<file path="src/upc_pkg.sv">
// register map, field layout and timing constants of the user and power control bank
package upc_pkg;

  // register offsets
  localparam logic [7:0] UPC_OFS_USER_CONTROL = 8'h6A;
  localparam logic [7:0] UPC_OFS_POWER_ONE    = 8'h6B;
  localparam logic [7:0] UPC_OFS_POWER_TWO    = 8'h6C;

  // user control fields
  localparam int UPC_UC_QUEUE_EN      = 6;
  localparam int UPC_UC_AUX_MST_EN    = 5;
  localparam int UPC_UC_PRI_IF_DIS    = 4;
  localparam int UPC_UC_QUEUE_RST     = 2;
  localparam int UPC_UC_AUX_MST_RST   = 1;
  localparam int UPC_UC_SENSOR_RST    = 0;
  localparam logic [7:0] UPC_UC_WMASK = 8'h77;

  // power control one fields
  localparam int UPC_P1_DEV_RESET     = 7;
  localparam int UPC_P1_SLEEP         = 6;
  localparam int UPC_P1_CYCLE         = 5;
  localparam int UPC_P1_THERMO_OFF    = 3;
  localparam int UPC_P1_CLOCK_SOURCE_SELECT_LSB    = 0;
  localparam logic [7:0] UPC_P1_WMASK = 8'hEF;

  // power control two fields
  localparam int UPC_P2_WAKE_LSB      = 6;
  localparam int UPC_P2_GYRO_Z_STBY   = 0;

  // reset values
  localparam logic [7:0] UPC_UC_RESET = 8'h00;
  localparam logic [7:0] UPC_P1_RESET = 8'h00;
  localparam logic [7:0] UPC_P2_RESET = 8'h00;

  // clock source codes
  typedef enum logic [2:0] {
    UPC_CLK_INTERNAL = 3'h0,
    UPC_CLK_GYRO_X   = 3'h1,
    UPC_CLK_GYRO_Y   = 3'h2,
    UPC_CLK_GYRO_Z   = 3'h3,
    UPC_CLK_EXT_32K  = 3'h4,
    UPC_CLK_EXT_19M  = 3'h5,
    UPC_CLK_RESERVED = 3'h6,
    UPC_CLK_STOPPED  = 3'h7
  } upc_clksrc_type;

  // timing: device reset pulse length and wake periods
  localparam int UPC_CLK_HZ            = 200_000_000;
  localparam int UPC_DEV_RESET_NS      = 100;
  // scaled to kHz first so the product stays inside a 32-bit int
  localparam int UPC_DEV_RESET_CYCLES  = (UPC_DEV_RESET_NS * (UPC_CLK_HZ / 1000)
                                          + 999_999) / 1_000_000;
  localparam int UPC_WAKE_MS_0_X100    = 80000;
  localparam int UPC_WAKE_MS_1         = 200;
  localparam int UPC_WAKE_MS_2         = 50;
  localparam int UPC_WAKE_MS_3         = 25;
  localparam int UPC_WAKE_CYCLES_0     = UPC_WAKE_MS_0_X100 / 100 * (UPC_CLK_HZ / 1000);
  localparam int UPC_WAKE_CYCLES_1     = UPC_WAKE_MS_1 * (UPC_CLK_HZ / 1000);
  localparam int UPC_WAKE_CYCLES_2     = UPC_WAKE_MS_2 * (UPC_CLK_HZ / 1000);
  localparam int UPC_WAKE_CYCLES_3     = UPC_WAKE_MS_3 * (UPC_CLK_HZ / 1000);
  localparam int UPC_SAMPLE_CYCLES     = 4;

endpackage : upc_pkg

</file>
<file path="src/upc_wake_timer.sv">
// periodic wake timer for cycle mode
`timescale 1ns/1ps
module upc_wake_timer
  import upc_pkg::*;
#(
  parameter int WAKE_CYCLES_0 = UPC_WAKE_CYCLES_0,
  parameter int WAKE_CYCLES_1 = UPC_WAKE_CYCLES_1,
  parameter int WAKE_CYCLES_2 = UPC_WAKE_CYCLES_2,
  parameter int WAKE_CYCLES_3 = UPC_WAKE_CYCLES_3
) (
  // clock and reset
  input  wire logic       clk_sys,
  input  wire logic       nrst,
  // control
  input  wire logic       run,
  input  wire logic [1:0] rateSel,
  // wake pulse
  output logic            wakeTick
);

  logic [31:0] count_reg;
  logic [31:0] period;

  function automatic logic [31:0] period_of(input logic [1:0] sel);
    unique case (sel)
      2'h0: period_of = 32'(WAKE_CYCLES_0);
      2'h1: period_of = 32'(WAKE_CYCLES_1);
      2'h2: period_of = 32'(WAKE_CYCLES_2);
      2'h3: period_of = 32'(WAKE_CYCLES_3);
    endcase
  endfunction : period_of

  assign period = period_of(rateSel);

  // counter restarts whenever cycle mode is left so each entry begins a full period
  always_ff @(posedge clk_sys or negedge nrst) begin
    if (!nrst) begin
      count_reg <= 32'h0;
      wakeTick  <= 1'b0;
    end else if (!run) begin
      count_reg <= 32'h0;
      wakeTick  <= 1'b0;
    end else if (count_reg >= period - 32'h1) begin
      count_reg <= 32'h0;
      wakeTick  <= 1'b1;
    end else begin
      count_reg <= count_reg + 32'h1;
      wakeTick  <= 1'b0;
    end
  end

endmodule : upc_wake_timer

</file>
<file path="src/upc_regs.sv">
// user control and power management register bank
`timescale 1ns/1ps

module upc_regs
  import upc_pkg::*;
#(
  parameter bit SPI_CAPABLE   = 1'b1,
  parameter int WAKE_CYCLES_0 = UPC_WAKE_CYCLES_0,
  parameter int WAKE_CYCLES_1 = UPC_WAKE_CYCLES_1,
  parameter int WAKE_CYCLES_2 = UPC_WAKE_CYCLES_2,
  parameter int WAKE_CYCLES_3 = UPC_WAKE_CYCLES_3
) (
  // clock and reset
  input  wire logic       clk_sys,
  input  wire logic       nrst,
  // register port from the primary serial interface
  input  wire logic [7:0] regAddr,
  input  wire logic       regWrite,
  input  wire logic [7:0] regWdata,
  input  wire logic       regRead,
  output logic [7:0]      regRdata,
  // sample queue
  input  wire logic       queuePushReq,
  input  wire logic       queuePopReq,
  output logic            queuePushOk,
  output logic            queuePopOk,
  output logic            queueReinit,
  // auxiliary bus: primary bus pins (already synchronised) and master engine
  input  wire logic       priSdaIn,
  input  wire logic       priSclIn,
  input  wire logic       mstSdaOut,
  input  wire logic       mstSclOut,
  output logic            auxMasterActive,
  output logic            auxMasterReinit,
  output logic            auxDataOut,
  output logic            auxDataOe,
  output logic            auxClockOut,
  output logic            auxClockOe,
  // primary interface select
  output logic            spiSelect,
  // sensor paths
  output logic            sensorPathReinit,
  output logic            sensorResultClear,
  output logic [2:0]      accelStandby,
  output logic [2:0]      gyroStandby,
  output logic            thermoOff,
  output logic            accelSampleReq,
  // power and clock
  output logic            sleepMode,
  output logic            lowPowerAccelOnly,
  output logic            deviceReset,
  output logic [2:0]      clockSourceSel,
  output logic            clockStopped
);

  // reset sequencer states
  typedef enum logic [1:0] {
    UPC_DEV_IDLE  = 2'b01,
    UPC_DEV_RESET = 2'b10
  } upc_devstate_type;

  logic [7:0]       userCtrl_reg;
  logic [7:0]       powerOne_reg;
  logic [7:0]       powerTwo_reg;
  upc_devstate_type devState_reg;
  logic [7:0]       devCount_reg;
  logic [2:0]       clock_source_select_reg;
  logic             sampleReq_reg;
  logic             wrUser;
  logic             wrPowerOne;
  logic             wrPowerTwo;
  logic             softReset;
  logic             cycleRun;
  logic             wakeTick;
  logic [2:0]       effClk;

  assign wrUser     = regWrite && (regAddr == UPC_OFS_USER_CONTROL);
  assign wrPowerOne = regWrite && (regAddr == UPC_OFS_POWER_ONE);
  assign wrPowerTwo = regWrite && (regAddr == UPC_OFS_POWER_TWO);
  assign softReset  = (devState_reg == UPC_DEV_RESET);

  // gyro-referenced source whose axis is in standby falls back to internal
  function automatic logic [2:0] eff_clock(input logic [2:0] sel, input logic [2:0] gstby);
    logic [2:0] res;
    res = sel;
    if ((sel == UPC_CLK_GYRO_X && gstby[2]) ||
        (sel == UPC_CLK_GYRO_Y && gstby[1]) ||
        (sel == UPC_CLK_GYRO_Z && gstby[0]))
      res = UPC_CLK_INTERNAL;
    eff_clock = res;
  endfunction : eff_clock

  // user control: self clearing reset bits never store, so they read zero
  always_ff @(posedge clk_sys or negedge nrst) begin
    if (!nrst) begin
      userCtrl_reg <= UPC_UC_RESET;
    end else if (softReset) begin
      userCtrl_reg <= UPC_UC_RESET;
    end else if (wrUser) begin
      userCtrl_reg <= regWdata & UPC_UC_WMASK & 8'h70;
      if (!SPI_CAPABLE)
        userCtrl_reg[UPC_UC_PRI_IF_DIS] <= 1'b0;
    end
  end

  // reset pulses: queue and aux master pulse one cycle, only when their enable is low; sensor path is ungated and held through device reset
  always_ff @(posedge clk_sys or negedge nrst) begin
    if (!nrst) begin
      queueReinit      <= 1'b0;
      auxMasterReinit  <= 1'b0;
      sensorPathReinit <= 1'b0;
    end else begin
      queueReinit      <= wrUser && regWdata[UPC_UC_QUEUE_RST]
                          && !userCtrl_reg[UPC_UC_QUEUE_EN];
      auxMasterReinit  <= wrUser && regWdata[UPC_UC_AUX_MST_RST]
                          && !userCtrl_reg[UPC_UC_AUX_MST_EN];
      sensorPathReinit <= (wrUser && regWdata[UPC_UC_SENSOR_RST]) || softReset;
    end
  end

  assign sensorResultClear = sensorPathReinit;

  // power one: device reset bit handled by the sequencer, reads as its state
  always_ff @(posedge clk_sys or negedge nrst) begin
    if (!nrst) begin
      powerOne_reg <= UPC_P1_RESET;
    end else if (softReset) begin
      powerOne_reg <= UPC_P1_RESET;
    end else if (wrPowerOne) begin
      powerOne_reg <= regWdata & UPC_P1_WMASK & 8'h6F;
    end
  end

  // power two
  always_ff @(posedge clk_sys or negedge nrst) begin
    if (!nrst) begin
      powerTwo_reg <= UPC_P2_RESET;
    end else if (softReset) begin
      powerTwo_reg <= UPC_P2_RESET;
    end else if (wrPowerTwo) begin
      powerTwo_reg <= regWdata;
    end
  end

  // whole-device reset sequencer; bit reads one until the pulse completes
  always_ff @(posedge clk_sys or negedge nrst) begin
    if (!nrst) begin
      devState_reg <= UPC_DEV_IDLE;
      devCount_reg <= 8'h0;
    end else begin
      unique case (devState_reg)
        UPC_DEV_IDLE: begin
          if (wrPowerOne && regWdata[UPC_P1_DEV_RESET]) begin
            devState_reg <= UPC_DEV_RESET;
            devCount_reg <= 8'(UPC_DEV_RESET_CYCLES - 1);
          end
        end
        UPC_DEV_RESET: begin
          if (devCount_reg == 8'h0)
            devState_reg <= UPC_DEV_IDLE;
          else
            devCount_reg <= devCount_reg - 8'h1;
        end
        default: devState_reg <= UPC_DEV_IDLE;
      endcase
    end
  end

  assign deviceReset = softReset;

  // effective clock source, registered so glitches never reach the clock mux
  assign effClk = eff_clock(powerOne_reg[UPC_P1_CLOCK_SOURCE_SELECT_LSB +: 3], powerTwo_reg[2:0]);

  always_ff @(posedge clk_sys or negedge nrst) begin
    if (!nrst) begin
      clock_source_select_reg <= UPC_CLK_INTERNAL;
    end else begin
      clock_source_select_reg <= effClk;
    end
  end

  assign clockSourceSel = clock_source_select_reg;
  assign clockStopped   = (clock_source_select_reg == UPC_CLK_STOPPED);

  // cycle mode wake timer
  assign cycleRun = powerOne_reg[UPC_P1_CYCLE] && !powerOne_reg[UPC_P1_SLEEP];

  upc_wake_timer #(
    .WAKE_CYCLES_0 (WAKE_CYCLES_0),
    .WAKE_CYCLES_1 (WAKE_CYCLES_1),
    .WAKE_CYCLES_2 (WAKE_CYCLES_2),
    .WAKE_CYCLES_3 (WAKE_CYCLES_3)
  ) u_wake (
    .clk_sys  (clk_sys),
    .nrst     (nrst),
    .run      (cycleRun),
    .rateSel  (powerTwo_reg[UPC_P2_WAKE_LSB +: 2]),
    .wakeTick (wakeTick)
  );

  always_ff @(posedge clk_sys or negedge nrst) begin
    if (!nrst) begin
      sampleReq_reg <= 1'b0;
    end else begin
      // a tick launched as cycle mode ends must not leak out one cycle late
      sampleReq_reg <= wakeTick && cycleRun;
    end
  end

  assign accelSampleReq = sampleReq_reg;

  // power outputs
  assign sleepMode         = powerOne_reg[UPC_P1_SLEEP] || cycleRun;
  assign thermoOff         = powerOne_reg[UPC_P1_THERMO_OFF] || powerOne_reg[UPC_P1_SLEEP];
  assign accelStandby      = powerTwo_reg[5:3];
  assign gyroStandby       = powerTwo_reg[2:0];
  assign lowPowerAccelOnly = cycleRun && powerOne_reg[UPC_P1_THERMO_OFF]
                             && (&powerTwo_reg[2:0]);

  // queue gating
  assign queuePushOk = queuePushReq && userCtrl_reg[UPC_UC_QUEUE_EN];
  assign queuePopOk  = queuePopReq && userCtrl_reg[UPC_UC_QUEUE_EN];

  // interface select and aux bus routing
  assign spiSelect       = SPI_CAPABLE && userCtrl_reg[UPC_UC_PRI_IF_DIS];
  assign auxMasterActive = userCtrl_reg[UPC_UC_AUX_MST_EN];

  // open-drain style: drive low only; pass-through follows primary lines
  always_comb begin
    if (userCtrl_reg[UPC_UC_AUX_MST_EN]) begin
      auxDataOut  = 1'b0;
      auxDataOe   = !mstSdaOut;
      auxClockOut = 1'b0;
      auxClockOe  = !mstSclOut;
    end else begin
      auxDataOut  = 1'b0;
      auxDataOe   = !priSdaIn;
      auxClockOut = 1'b0;
      auxClockOe  = !priSclIn;
    end
  end

  // read data registered, reserved bits zero, unmapped reads zero
  always_ff @(posedge clk_sys or negedge nrst) begin
    if (!nrst) begin
      regRdata <= 8'h00;
    end else if (regRead) begin
      unique case (regAddr)
        UPC_OFS_USER_CONTROL: regRdata <= userCtrl_reg;
        UPC_OFS_POWER_ONE:    regRdata <= {softReset, powerOne_reg[6:0]};
        UPC_OFS_POWER_TWO:    regRdata <= powerTwo_reg;
        default:              regRdata <= 8'h00;
      endcase
    end
  end

endmodule : upc_regs

</file>
<file path="config.mk">
export PLATFORM = sky130hd
export DESIGN_NAME = upc_regs
export DESIGN_NICKNAME = d
export VERILOG_FILES = /design/src/upc_pkg.sv /design/src/upc_wake_timer.sv /design/src/upc_regs.sv
export SDC_FILE = /design/constraint.sdc
export NUM_CORES = 1
export LEC_CHECK = 0
export ABC_AREA = 1
export BUFFER_PORTS_ARGS = -buffer_cell sky130_fd_sc_hd__buf_2
export CAP_MARGIN = 15
export CORE_ASPECT_RATIO = 0.8
export CORE_MARGIN = 4
export CORE_UTILIZATION = 63
export DETAILED_ROUTE_END_ITERATION = 7
export PLACE_DENSITY = 0.86
export SETUP_SLACK_MARGIN = 0.3
export SYNTH_ARGS = -nofsm -noshare
export SYNTH_HDL_FRONTEND = slang
export SYNTH_SLANG_ARGS = --single-unit
</file>
<file path="constraint.sdc">
create_clock -name clk_sys -period 4.65 [get_ports clk_sys]
set_input_delay 0.6975 -clock clk_sys [delete_from_list [all_inputs] [get_ports clk_sys]]
set_output_delay 0.6975 -clock clk_sys [all_outputs]
set_load 0.01 [all_outputs]
</file>
## Word-level counts from Yosys, hierarchy flattened

Cells that the tools add are included.

- Bits of input ports: 26
- Logic and storage cells: 92
- Register bits: 81
- Output and inout port bits: 35

- Reduce and logical (&&, ||, !) cells: 39
- Eq/ne operators: 15
- Mux-type cells: 21
- $lt $le $gt $ge: 1
- Add/subtract/negate cells: 3

Operators by type and width:

| kind | count |
|---|---|
| 32-bit case mux with 4 select lines | 1 |
| 32-bit 2-to-1 mux | 2 |
| 8-bit 2-to-1 mux | 6 |
| 32-bit by 1-bit adder with 32-bit output (second input constant) | 1 |
| 32-bit greater-or-equal comparator | 1 |
| 32-bit by 1-bit subtractor with 32-bit output (second input constant) | 1 |
| 8-bit by 7-bit == test with 1-bit output (second input constant) | 3 |
| 8-bit case mux with 3 select lines | 1 |
| 1-bit logical AND | 18 |
| 8-bit case mux with 2 select lines | 1 |
| 7-bit 2-to-1 mux | 2 |
| 8-bit logical NOT | 1 |
| 2-bit nonzero test | 4 |
| 8-bit by 1-bit subtractor with 8-bit output (second input constant) | 1 |
| 1-bit logical NOT | 7 |
| 2-bit == test (second input constant) | 3 |
| 3-bit by 2-bit == test with 1-bit output (second input constant) | 2 |
| 3-bit AND reduction | 2 |
| 1-bit logical OR | 5 |
| 2-bit by 1-bit == test with 1-bit output (second input constant) | 2 |
| 1-bit 2-to-1 mux | 4 |
| 2-bit 2-to-1 mux | 2 |
| 2-bit inequality test (second input constant) | 2 |
| 2-bit case mux with 2 select lines | 1 |
| other kinds (6) | 6 |

## Logic depth before layout (Yosys ltp)

Gate-level depths: netlist (run 1).

- Depth after elaboration: 6
- Mapped depth: 17
- Mapped depth without buffers: 15

## Hierarchy

A second synthesis (run 1) with hierarchy kept.

- Cell total of the unflattened synthesis: 613
- Area total of the unflattened synthesis: 4777.1 um^2

By module, submodules not included:

| module | instances | cells each | sequential area each (um^2) | area an instance (um^2) |
|---|---|---|---|---|
| upc_wake_timer | 1 | 322 | 825.8 | 2497.4 |
| upc_regs | 1 | 291 | 1052.3 | 2279.7 |

## Worst setup path after synthesis (run 1)

OpenSTA, ideal clock, no wires.

- Kind: flip-flop to flip-flop
- From: register powerTwo_reg[6]
- To: register u_wake.count_reg[23]
- Library setup time: 0.068 ns
- Data required time: 4.582 ns
- Buffers on the path: 2
- Clock period less this slack: 2.245 ns
- Slack: 2.405 ns
- Stages on the path, launching flop included: 18
- Arrival: 2.177 ns
- Cells stage by stage: dfrtp_1 -> inv_1 -> ha_1 -> inv_1 -> ha_1 -> inv_1 -> ha_1 -> nand2_1 -> inv_1 -> nand2_1 -> nand2_1 -> nand2_1 -> nand3_1 -> nand2_1 -> nand3_2 -> buf_6 -> buf_12 -> nor2_4

- Word-level cells in the longest chain between the ends: 6
- Elaborated cells between the ends (all ways): 9
- Classes of those cells: add/sub (1); order compare (1); eq/ne (3); mux (3); reduce/logical (1)

RTL lines:

| element | RTL line | RTL |
|---|---|---|
| start: declaration | upc_regs.sv:64 | `logic [7:0] powerTwo_reg;` |
| start signal: assignment | upc_regs.sv:141 | `powerTwo_reg <= regWdata;` |
| 2-bit == test (tied with other cells) | upc_wake_timer.sv:25 | `unique case (sel)` |
| 32-bit case mux with 4 select lines (*) | upc_wake_timer.sv:25 |  |
| 32-bit by 1-bit subtractor with 32-bit output (*) | upc_wake_timer.sv:43 | `end else if (count_reg >= period - 32'h1) begin` |
| 32-bit greater-or-equal comparator (*) | upc_wake_timer.sv:43 |  |
| 32-bit 2-to-1 mux (*) | upc_wake_timer.sv:43 |  |
| 32-bit 2-to-1 mux (*) | upc_wake_timer.sv:40 | `end else if (!run) begin` |
| end signal: assignment | upc_wake_timer.sv:47 | `count_reg <= count_reg + 32'h1;` |
| end: declaration | upc_wake_timer.sv:21 | `logic [31:0] count_reg;` |

Mark *: on every way between the ends. The rest lies on a longest branch, timed or not. The select of a mux whose other input is x is not followed.
A chain may end at the register's enable or synchronous reset.

## Final worst setup path (run 1)

- From: register powerTwo_reg[6]
- To: register u_wake.count_reg[1]

The elaborated chain is that of the path after synthesis.

==> flow_metrics.py, run 1 <==
metrics = {
    "yosys": {
        "synth_ff_type": "dfrtp_1",
        "yosysSeqAreaShare_pct": 40.83,
        "yosysWarnings": 0,
        "synth_edf_count": 0,
        "postSynthAreaPerCell_um2": 7.916,
        "synthDistinctLibCells": 34,
        "async_flop_share_pct": 100.0,
        "syn_area_um2": 4599,
        "synth_cells": 581,
        "synth-seq-cells": 75,
    },
    "timing": {
        "grt_setup_unrepaired": "false",
        "finalSetupViolations": 0,
        "fin_crit_ps": 3106,
        "fin_crit_sh_pct": 66.81,
        "max_freq_mhz": 321.9,
        "finalClockSkew_ps": 6.879,
        "worst_pin_slew_ps": 930.8,
        "final_hold_viol_count": 0,
        "final_max_slew_viol_count": 0,
        "fin_setup_tns_ps": 0,
        "relSlewSlack_pct": 37.94,
    },
    "floorplanning": {
        "die_area_um2": 8741,
        "ioPinCount": 61,
        "initial_core_util_pct": 65.77,
        "fp-row-count": 27,
        "die_h_um": 84.43,
        "core_area_um2": 6993,
        "die_w_um": 103.5,
    },
    "grt": {
        "grt_pass1_vias": 3810,
        "grt_max_degree": 76,
        "grt_usage_pct": 25.16,
        "grt_antenna_before_repair": 0,
        "grt-ovfl-total": 0,
        "grt_pass1_wl_um": 17890,
    },
    "critical_path": {
        "critPathLaunch": "powerTwo_reg[6]$_DFFE_PN0P_",
        "cp_num_buf_inv": 3,
        "startpoint_type": "flip-flop",
        "crit_path_cell_trace": "inv_1, ha_1, inv_1, o21ai_0, ha_1, nand2_1, inv_1, nand2_1, nand2_1, nand2_1, nand2_1, nor2_2, nand3_2, nor2_1",
        "cp.arrival_ps": 3360,
        "crit_family": "simple AND/OR/NAND/NOR gates",
        "critPathMaxFanout": 29,
        "cp_data_required_time_ps": 4900,
        "r2r_slack_ps": 1540,
        "cp_slowest_cell": "nand3_2",
        "end_kind": "flip-flop",
        "cp_common_cell": "nand2_1",
        "regToRegEndpoint": "u_wake.count_reg[1]$_DFF_PN0_",
        "crit_type": "flip-flop to flip-flop",
        "reg2reg_from": "powerTwo_reg[6]$_DFFE_PN0P_",
        "cp_slowest_stage_delay_ps": 700,
        "r2r_cells": 14,
    },
    "final_layout": {
        "n_antenna_cell": 0,
        "drive_above_1_share_pct": 15.44,
        "area_growth_pct": 10.83,
        "register_area_um2": 1878,
        "largest_reg_flops": 32,
        "final_nets": 696,
        "final_common_cell": "nand2_1",
        "multi_input_area_um2": 2326,
        "final_cell_mix": "nand2_1 (144), nor2_1 (92), dfrtp_1 (74)",
        "fillers": 517,
        "fin_util_pct": 72.89,
    },
    "placement": {
        "place.port_buffers": 58,
        "place_hpwl_um": 7623,
        "gp_congestion": 0.8801,
    },
    "worst_hold_path": {
        "min_from": "powerOne_reg[2]$_DFFE_PN0P_",
        "holdPathStages": 0,
        "min_path_type": "flip-flop to flip-flop",
        "holdPathEnd": "clockSourceSel[2]$_DFF_PN0_",
    },
    "power": {
        "cellPowerDensity_nw_per_um2": 259.5,
        "p_leak_nw": 2.512,
        "peakVddDrop_mv": 0.1762,
    },
    "run": {
        "maxCapViolCount": 0,
    },
    "cts": {
        "cts_resized": 0,
        "h-tree-depth": 3,
        "cts_tree": "yes",
        "root_buffer": "clkbuf_8",
        "post_cts_buffers": 0,
        "hold_buffers": 0,
        "clk_latency_ps": 350,
        "clock_path_buffers": 2,
        "cts_buffers": 9,
        "cts_sinks": 75,
        "clk_pin_slew_worst_paths_ps": 80,
    },
    "detailed_routing": {
        "wirelength_um": 10440,
        "ant_nets": 0,
        "drc": 0,
        "vias": 3917,
        "drt-vias-per-instance": 5.380,
        "drtPass1Iterations": 5,
        "avgRoutedWirePerCell_um": 14.35,
        "drtIter0Drc": 309,
    },
    "run_status": {
        "status": "completed",
    },
}
[synthesized netlist by cell type, drive strengths merged (3+ instances only)]
cell type / count / area share (%)
ha: 34 / 9.2
clkbuf: 3 / 0.24
o21ai: 20 / 2.2
buf: 16 / 2.9
nand2: 145 / 12
nor3: 9 / 1.1
nand3: 29 / 3.3
inv: 71 / 5.8
dfrtp: 74 / 40
o31ai: 5 / 0.82
nand4: 7 / 0.95
xnor2: 10 / 1.9
nor2: 108 / 11
xor2: 23 / 4.4
o22ai: 3 / 0.41
a21oi: 10 / 1.1
[where the power goes]
group / total, mW / switching, mW / internal, mW / leakage, nW
sequential: 0.671 / 0.00877 / 0.662 / 1.03
clock: 0.549 / 0.245 / 0.303 / 0.106
combinational: 0.103 / 0.0665 / 0.0367 / 1.37
[routing by layer]
| layer | up-vias | global-route usage, % | wire length [um] |
|---|---|---|---|
| met4 | 0 | 7.971 | 168 |
| met1 | 1854 | 34.43 | 4700 |
| met5 | - | 0 | 0 |
| met3 | 18 | 6.303 | 688 |
| li1 | 1911 | - | - |
| met2 | 134 | 39.85 | 4886 |
[logic make-up after synthesis]
kind of cell    count (synthesis)  share of synthesized area [%]
compound gates                 42                          5.142
xor+xnor                       33                          6.284
fa+ha+maj                      34                          9.249
buf+inv                        90                          8.922
flops                          75                          40.83
mux                             4                         0.9249
other cells                     2                         0.1633
simple gates                  301                          28.48
[how the worst max path moves through the flow]
| stage | to | cells after the start | slack (ps) |
|---|---|---|---|
| 2_1_floorplan | u_wake.count_reg[23]$_DFF_PN0_ | 17 | 2400 |
| 3_3_place_gp | u_wake.count_reg[6]$_DFF_PN0_ | 15 | 1730 |
| 3_5_place_dp | u_wake.count_reg[1]$_DFF_PN0_ | 15 | 1540 |
| 4_1_cts | u_wake.count_reg[1]$_DFF_PN0_ | 15 | 1540 |
| 5_1_grt | u_wake.count_reg[12]$_DFF_PN0_ | 15 | 1230 |
| 6_report | u_wake.count_reg[1]$_DFF_PN0_ | 14 | 1540 |
[layout make-up]
cell class / count / share of cell area (%)
clock buffers: 10 / 2.504
clock inverters: 6 / 1.767
inverters: 71 / 5.228
multi-input cells: 420 / 45.63
flip-flops and latches: 75 / 36.84
well taps: 87 / 2.135
repair buffers: 59 / 5.891
[worst register-to-register path: stages, from the launching register on]
cell	delay [ps]
dfrtp_1	460
inv_1	150
ha_1	240
inv_1	180
o21ai_0	130
ha_1	290
nand2_1	80
inv_1	50
nand2_1	70
nand2_1	50
nand2_1	70
nand2_1	70
nor2_2	120
nand3_2	700
nor2_1	360
[through the flow]
stage	setup slack, ps	power [mW]	area, um^2	hold slack [ps]	std cells
2_1_floorplan	2405	0.7443	4614	401.9	585
3_3_place_gp	1732	0.7809	4880	389.7	712
3_5_place_dp	1544	0.7858	4880	397.6	712
4_1_cts	1540	1.334	5097	415.2	728
5_1_grt	1235	1.382	5097	429.7	728
6_report	1544	1.323	5097	416.5	728
Note: power is estimated with default switching activity, not from simulation.
==> run 2, diff against run 1 <==
--- a/config.mk
+++ b/config.mk
@@ -10,9 +10,9 @@
 export CAP_MARGIN = 15
 export CORE_ASPECT_RATIO = 0.8
 export CORE_MARGIN = 4
-export CORE_UTILIZATION = 63
+export CORE_UTILIZATION = 58
 export DETAILED_ROUTE_END_ITERATION = 7
-export PLACE_DENSITY = 0.86
+export PLACE_DENSITY = 0.8
 export SETUP_SLACK_MARGIN = 0.3
 export SYNTH_ARGS = -nofsm -noshare
 export SYNTH_HDL_FRONTEND = slang
==> constraint.sdc (replaced) <==
create_clock -name clk_sys -period 3.2 [get_ports clk_sys]
set_input_delay 0.48 -clock clk_sys [delete_from_list [all_inputs] [get_ports clk_sys]]
set_output_delay 0.48 -clock clk_sys [all_outputs]
set_load 0.01 [all_outputs]
==> run 2 against run 1 <==
Cell area grew 0.93%. Clock skew up 1.1 ps. Register-to-register slack lost 940 ps. Flip-flop and latch count did not move. Total power increased by 46%. Global-route usage down 1.3 points. Critical endpoint is now u_wake.count_reg[5]$_DFF_PN0_. Largest cell class unchanged. Largest power group unchanged. Highest routed layer unchanged.
==> flow_metrics.py, run 2 (same netlist as run 1, synthesis figures left out) <==
metrics = {
    "detailed_routing": {
        "drc": 0,
        "drtPass1Iterations": 5,
        "avgRoutedWirePerCell_um": 14.10,
        "vias": 3919,
        "ant_nets": 0,
        "dr.max_layer_used": "met4",
        "wl_met2_um": 4986,
        "dr_wl_met3_um": 815,
        "drt-vias-per-instance": 5.232,
        "wirelength_um": 10560,
        "wl_met1_um": 4662,
        "drtIter0Drc": 377,
    },
    "timing": {
        "fin_ws_ps": 606.3,
        "final_hold_viol_count": 0,
        "fin_crit_ps": 2594,
        "max_freq_mhz": 385.5,
        "final_max_slew_viol_count": 0,
        "grt_setup_unrepaired": "false",
        "relSlewSlack_pct": 38.44,
        "finalClockSkew_ps": 7.976,
        "finalSetupViolations": 0,
        "fin_setup_tns_ps": 0,
        "worst_pin_slew_ps": 923.3,
        "fin_crit_sh_pct": 81.05,
    },
    "final_layout": {
        "drive_above_1_share_pct": 15.84,
        "final_nets": 699,
        "n_antenna_cell": 0,
        "final_common_cell": "nand2_1",
        "largest_reg_flops": 32,
        "final_cell_mix": "nand2_1 (144), nor2_1 (92), dfrtp_1 (74)",
        "area_growth_pct": 11.86,
    },
    "placement": {
        "place.port_buffers": 58,
        "gp_congestion": 0.8895,
        "place_hpwl_um": 7883,
        "post-place-ws_ps": 506.7,
    },
    "power": {
        "switching_share_pct": 24.80,
        "pwr-share-seq_pct": 50.3,
        "power_frac_clock_pct": 42.0,
        "peakVddDrop_mv": 0.2060,
        "cellPowerDensity_nw_per_um2": 376.6,
        "intPower_mw": 1.457,
        "p_leak_nw": 2.525,
        "p_sw_mw": 0.4805,
        "combPwrFrac_pct": 7.7,
    },
    "critical_path": {
        "crit_type": "flip-flop to flip-flop",
        "critPathMaxFanout": 29,
        "end_kind": "flip-flop",
        "cp.arrival_ps": 2820,
        "cp_data_required_time_ps": 3430,
        "startpoint_type": "flip-flop",
    },
    "cts": {
        "cts_buffers": 9,
        "clk_latency_ps": 350,
        "root_buffer": "clkbuf_8",
        "h-tree-depth": 3,
        "cts_tree": "yes",
        "clk_pin_slew_worst_paths_ps": 80,
        "hold_buffers": 0,
        "cts_sinks": 75,
        "clock_path_buffers": 2,
    },
    "run": {
        "maxCapViolCount": 0,
    },
    "floorplanning": {
        "die_area_um2": 9428,
        "die_w_um": 107.6,
        "initial_core_util_pct": 60.78,
        "ioPinCount": 61,
        "core_area_um2": 7567,
        "fp-row-count": 28,
        "die_h_um": 87.65,
    },
    "grt": {
        "grt-ovfl-total": 0,
        "grt_pass1_vias": 3685,
        "grt_antenna_before_repair": 0,
        "grt_pass1_wl_um": 17640,
        "grt_max_degree": 76,
        "grt_usage_pct": 23.86,
    },
    "worst_hold_path": {
        "min_path_type": "input pin to async pin",
    },
    "run_status": {
        "status": "completed",
    },
}
==> run 2: cell types whose count changed in the layout (fill, tap and decap cells not counted), sizes merged <==
cell,change
buf,+3
inv,+1
clkinv,-2
clkinvlp,+1
==> run 2: path summary, 6_finish.rpt <==
check                                             from                        endpoint  slack [ps]  cells past startpoint
max reg2reg                powerTwo_reg[6]$_DFFE_PN0P_   u_wake.count_reg[5]$_DFF_PN0_         610                     16
min reg2reg                powerOne_reg[2]$_DFFE_PN0P_     clockSourceSel[2]$_DFF_PN0_         430                      0
min                                               nrst  u_wake.count_reg[20]$_DFF_PN0_         260                      1
max                        powerTwo_reg[6]$_DFFE_PN0P_   u_wake.count_reg[5]$_DFF_PN0_         610                     16
min in group clk_sys                       regWdata[2]           queueReinit$_DFF_PN0_         370                      3
max in group asynchronous                         nrst     devCount_reg[0]$_DFFE_PN0P_        2340                      1
==> run 2: layout make-up <==
class | count | area (um^2)
Fill cell | 641 | 2422
Multi-Input combinational cell | 420 | 2326
Sequential cell | 75 | 1878
Timing Repair Buffer | 62 | 326.6
Inverter | 71 | 266.5
Tap cell | 105 | 131.4
Clock buffer | 10 | 127.6
Clock inverter | 6 | 88.84
==> run 2: stage by stage <==
stage	hold slack (ps)	area [um^2]	power [mW]	instances	util, %
3_5_place_dp	412.4	4925	1.144	733	65.08
5_1_grt	357.5	5145	2.010	749	67.99
3_3_place_gp	407.3	4925	1.136	733	65.08
6_report	264.0	5145	1.938	749	67.99
2_1_floorplan	184.4	4614	1.082	585	-
4_1_cts	294.0	5141	1.954	749	67.94
==> run 2: critical path: stages (launching register included) <==
cell and delay [ps]:
dfrtp_1 450, inv_1 170, ha_1 250, inv_1 60, ha_1 270, inv_1 40, ha_1 280, nand2_1 60
inv_1 60, nand2_1 50, nand2_1 60, nand2_1 50, nand3_1 80, nand2_1 90, nand3_2 70, buf_6 320
nor2_1 90
==> run 2: power groups by stage <==
stage,clock (mW),sequential (mW),combinational (mW)
finish,0.813,0.975,0.150
floorplan,0,0.992,0.0893
global route,0.862,0.977,0.171
CTS,0.828,0.975,0.151
global placement,0,0.993,0.143
detailed placement,0,0.994,0.150
==> run 2: per-layer routing <==
layer | global-route usage, % | vias up
met5 | 0 | -
met4 | 5.963 | 0
met2 | 37.70 | 149
met3 | 5.822 | 10
met1 | 33.44 | 1845
li1 | - | 1915
==> run 2: repair_timing <==
action / CTS / global route
setup endpoints to repair: 0 / 2
gates resized for setup: 0 / 1
setup buffers: 0 / 0
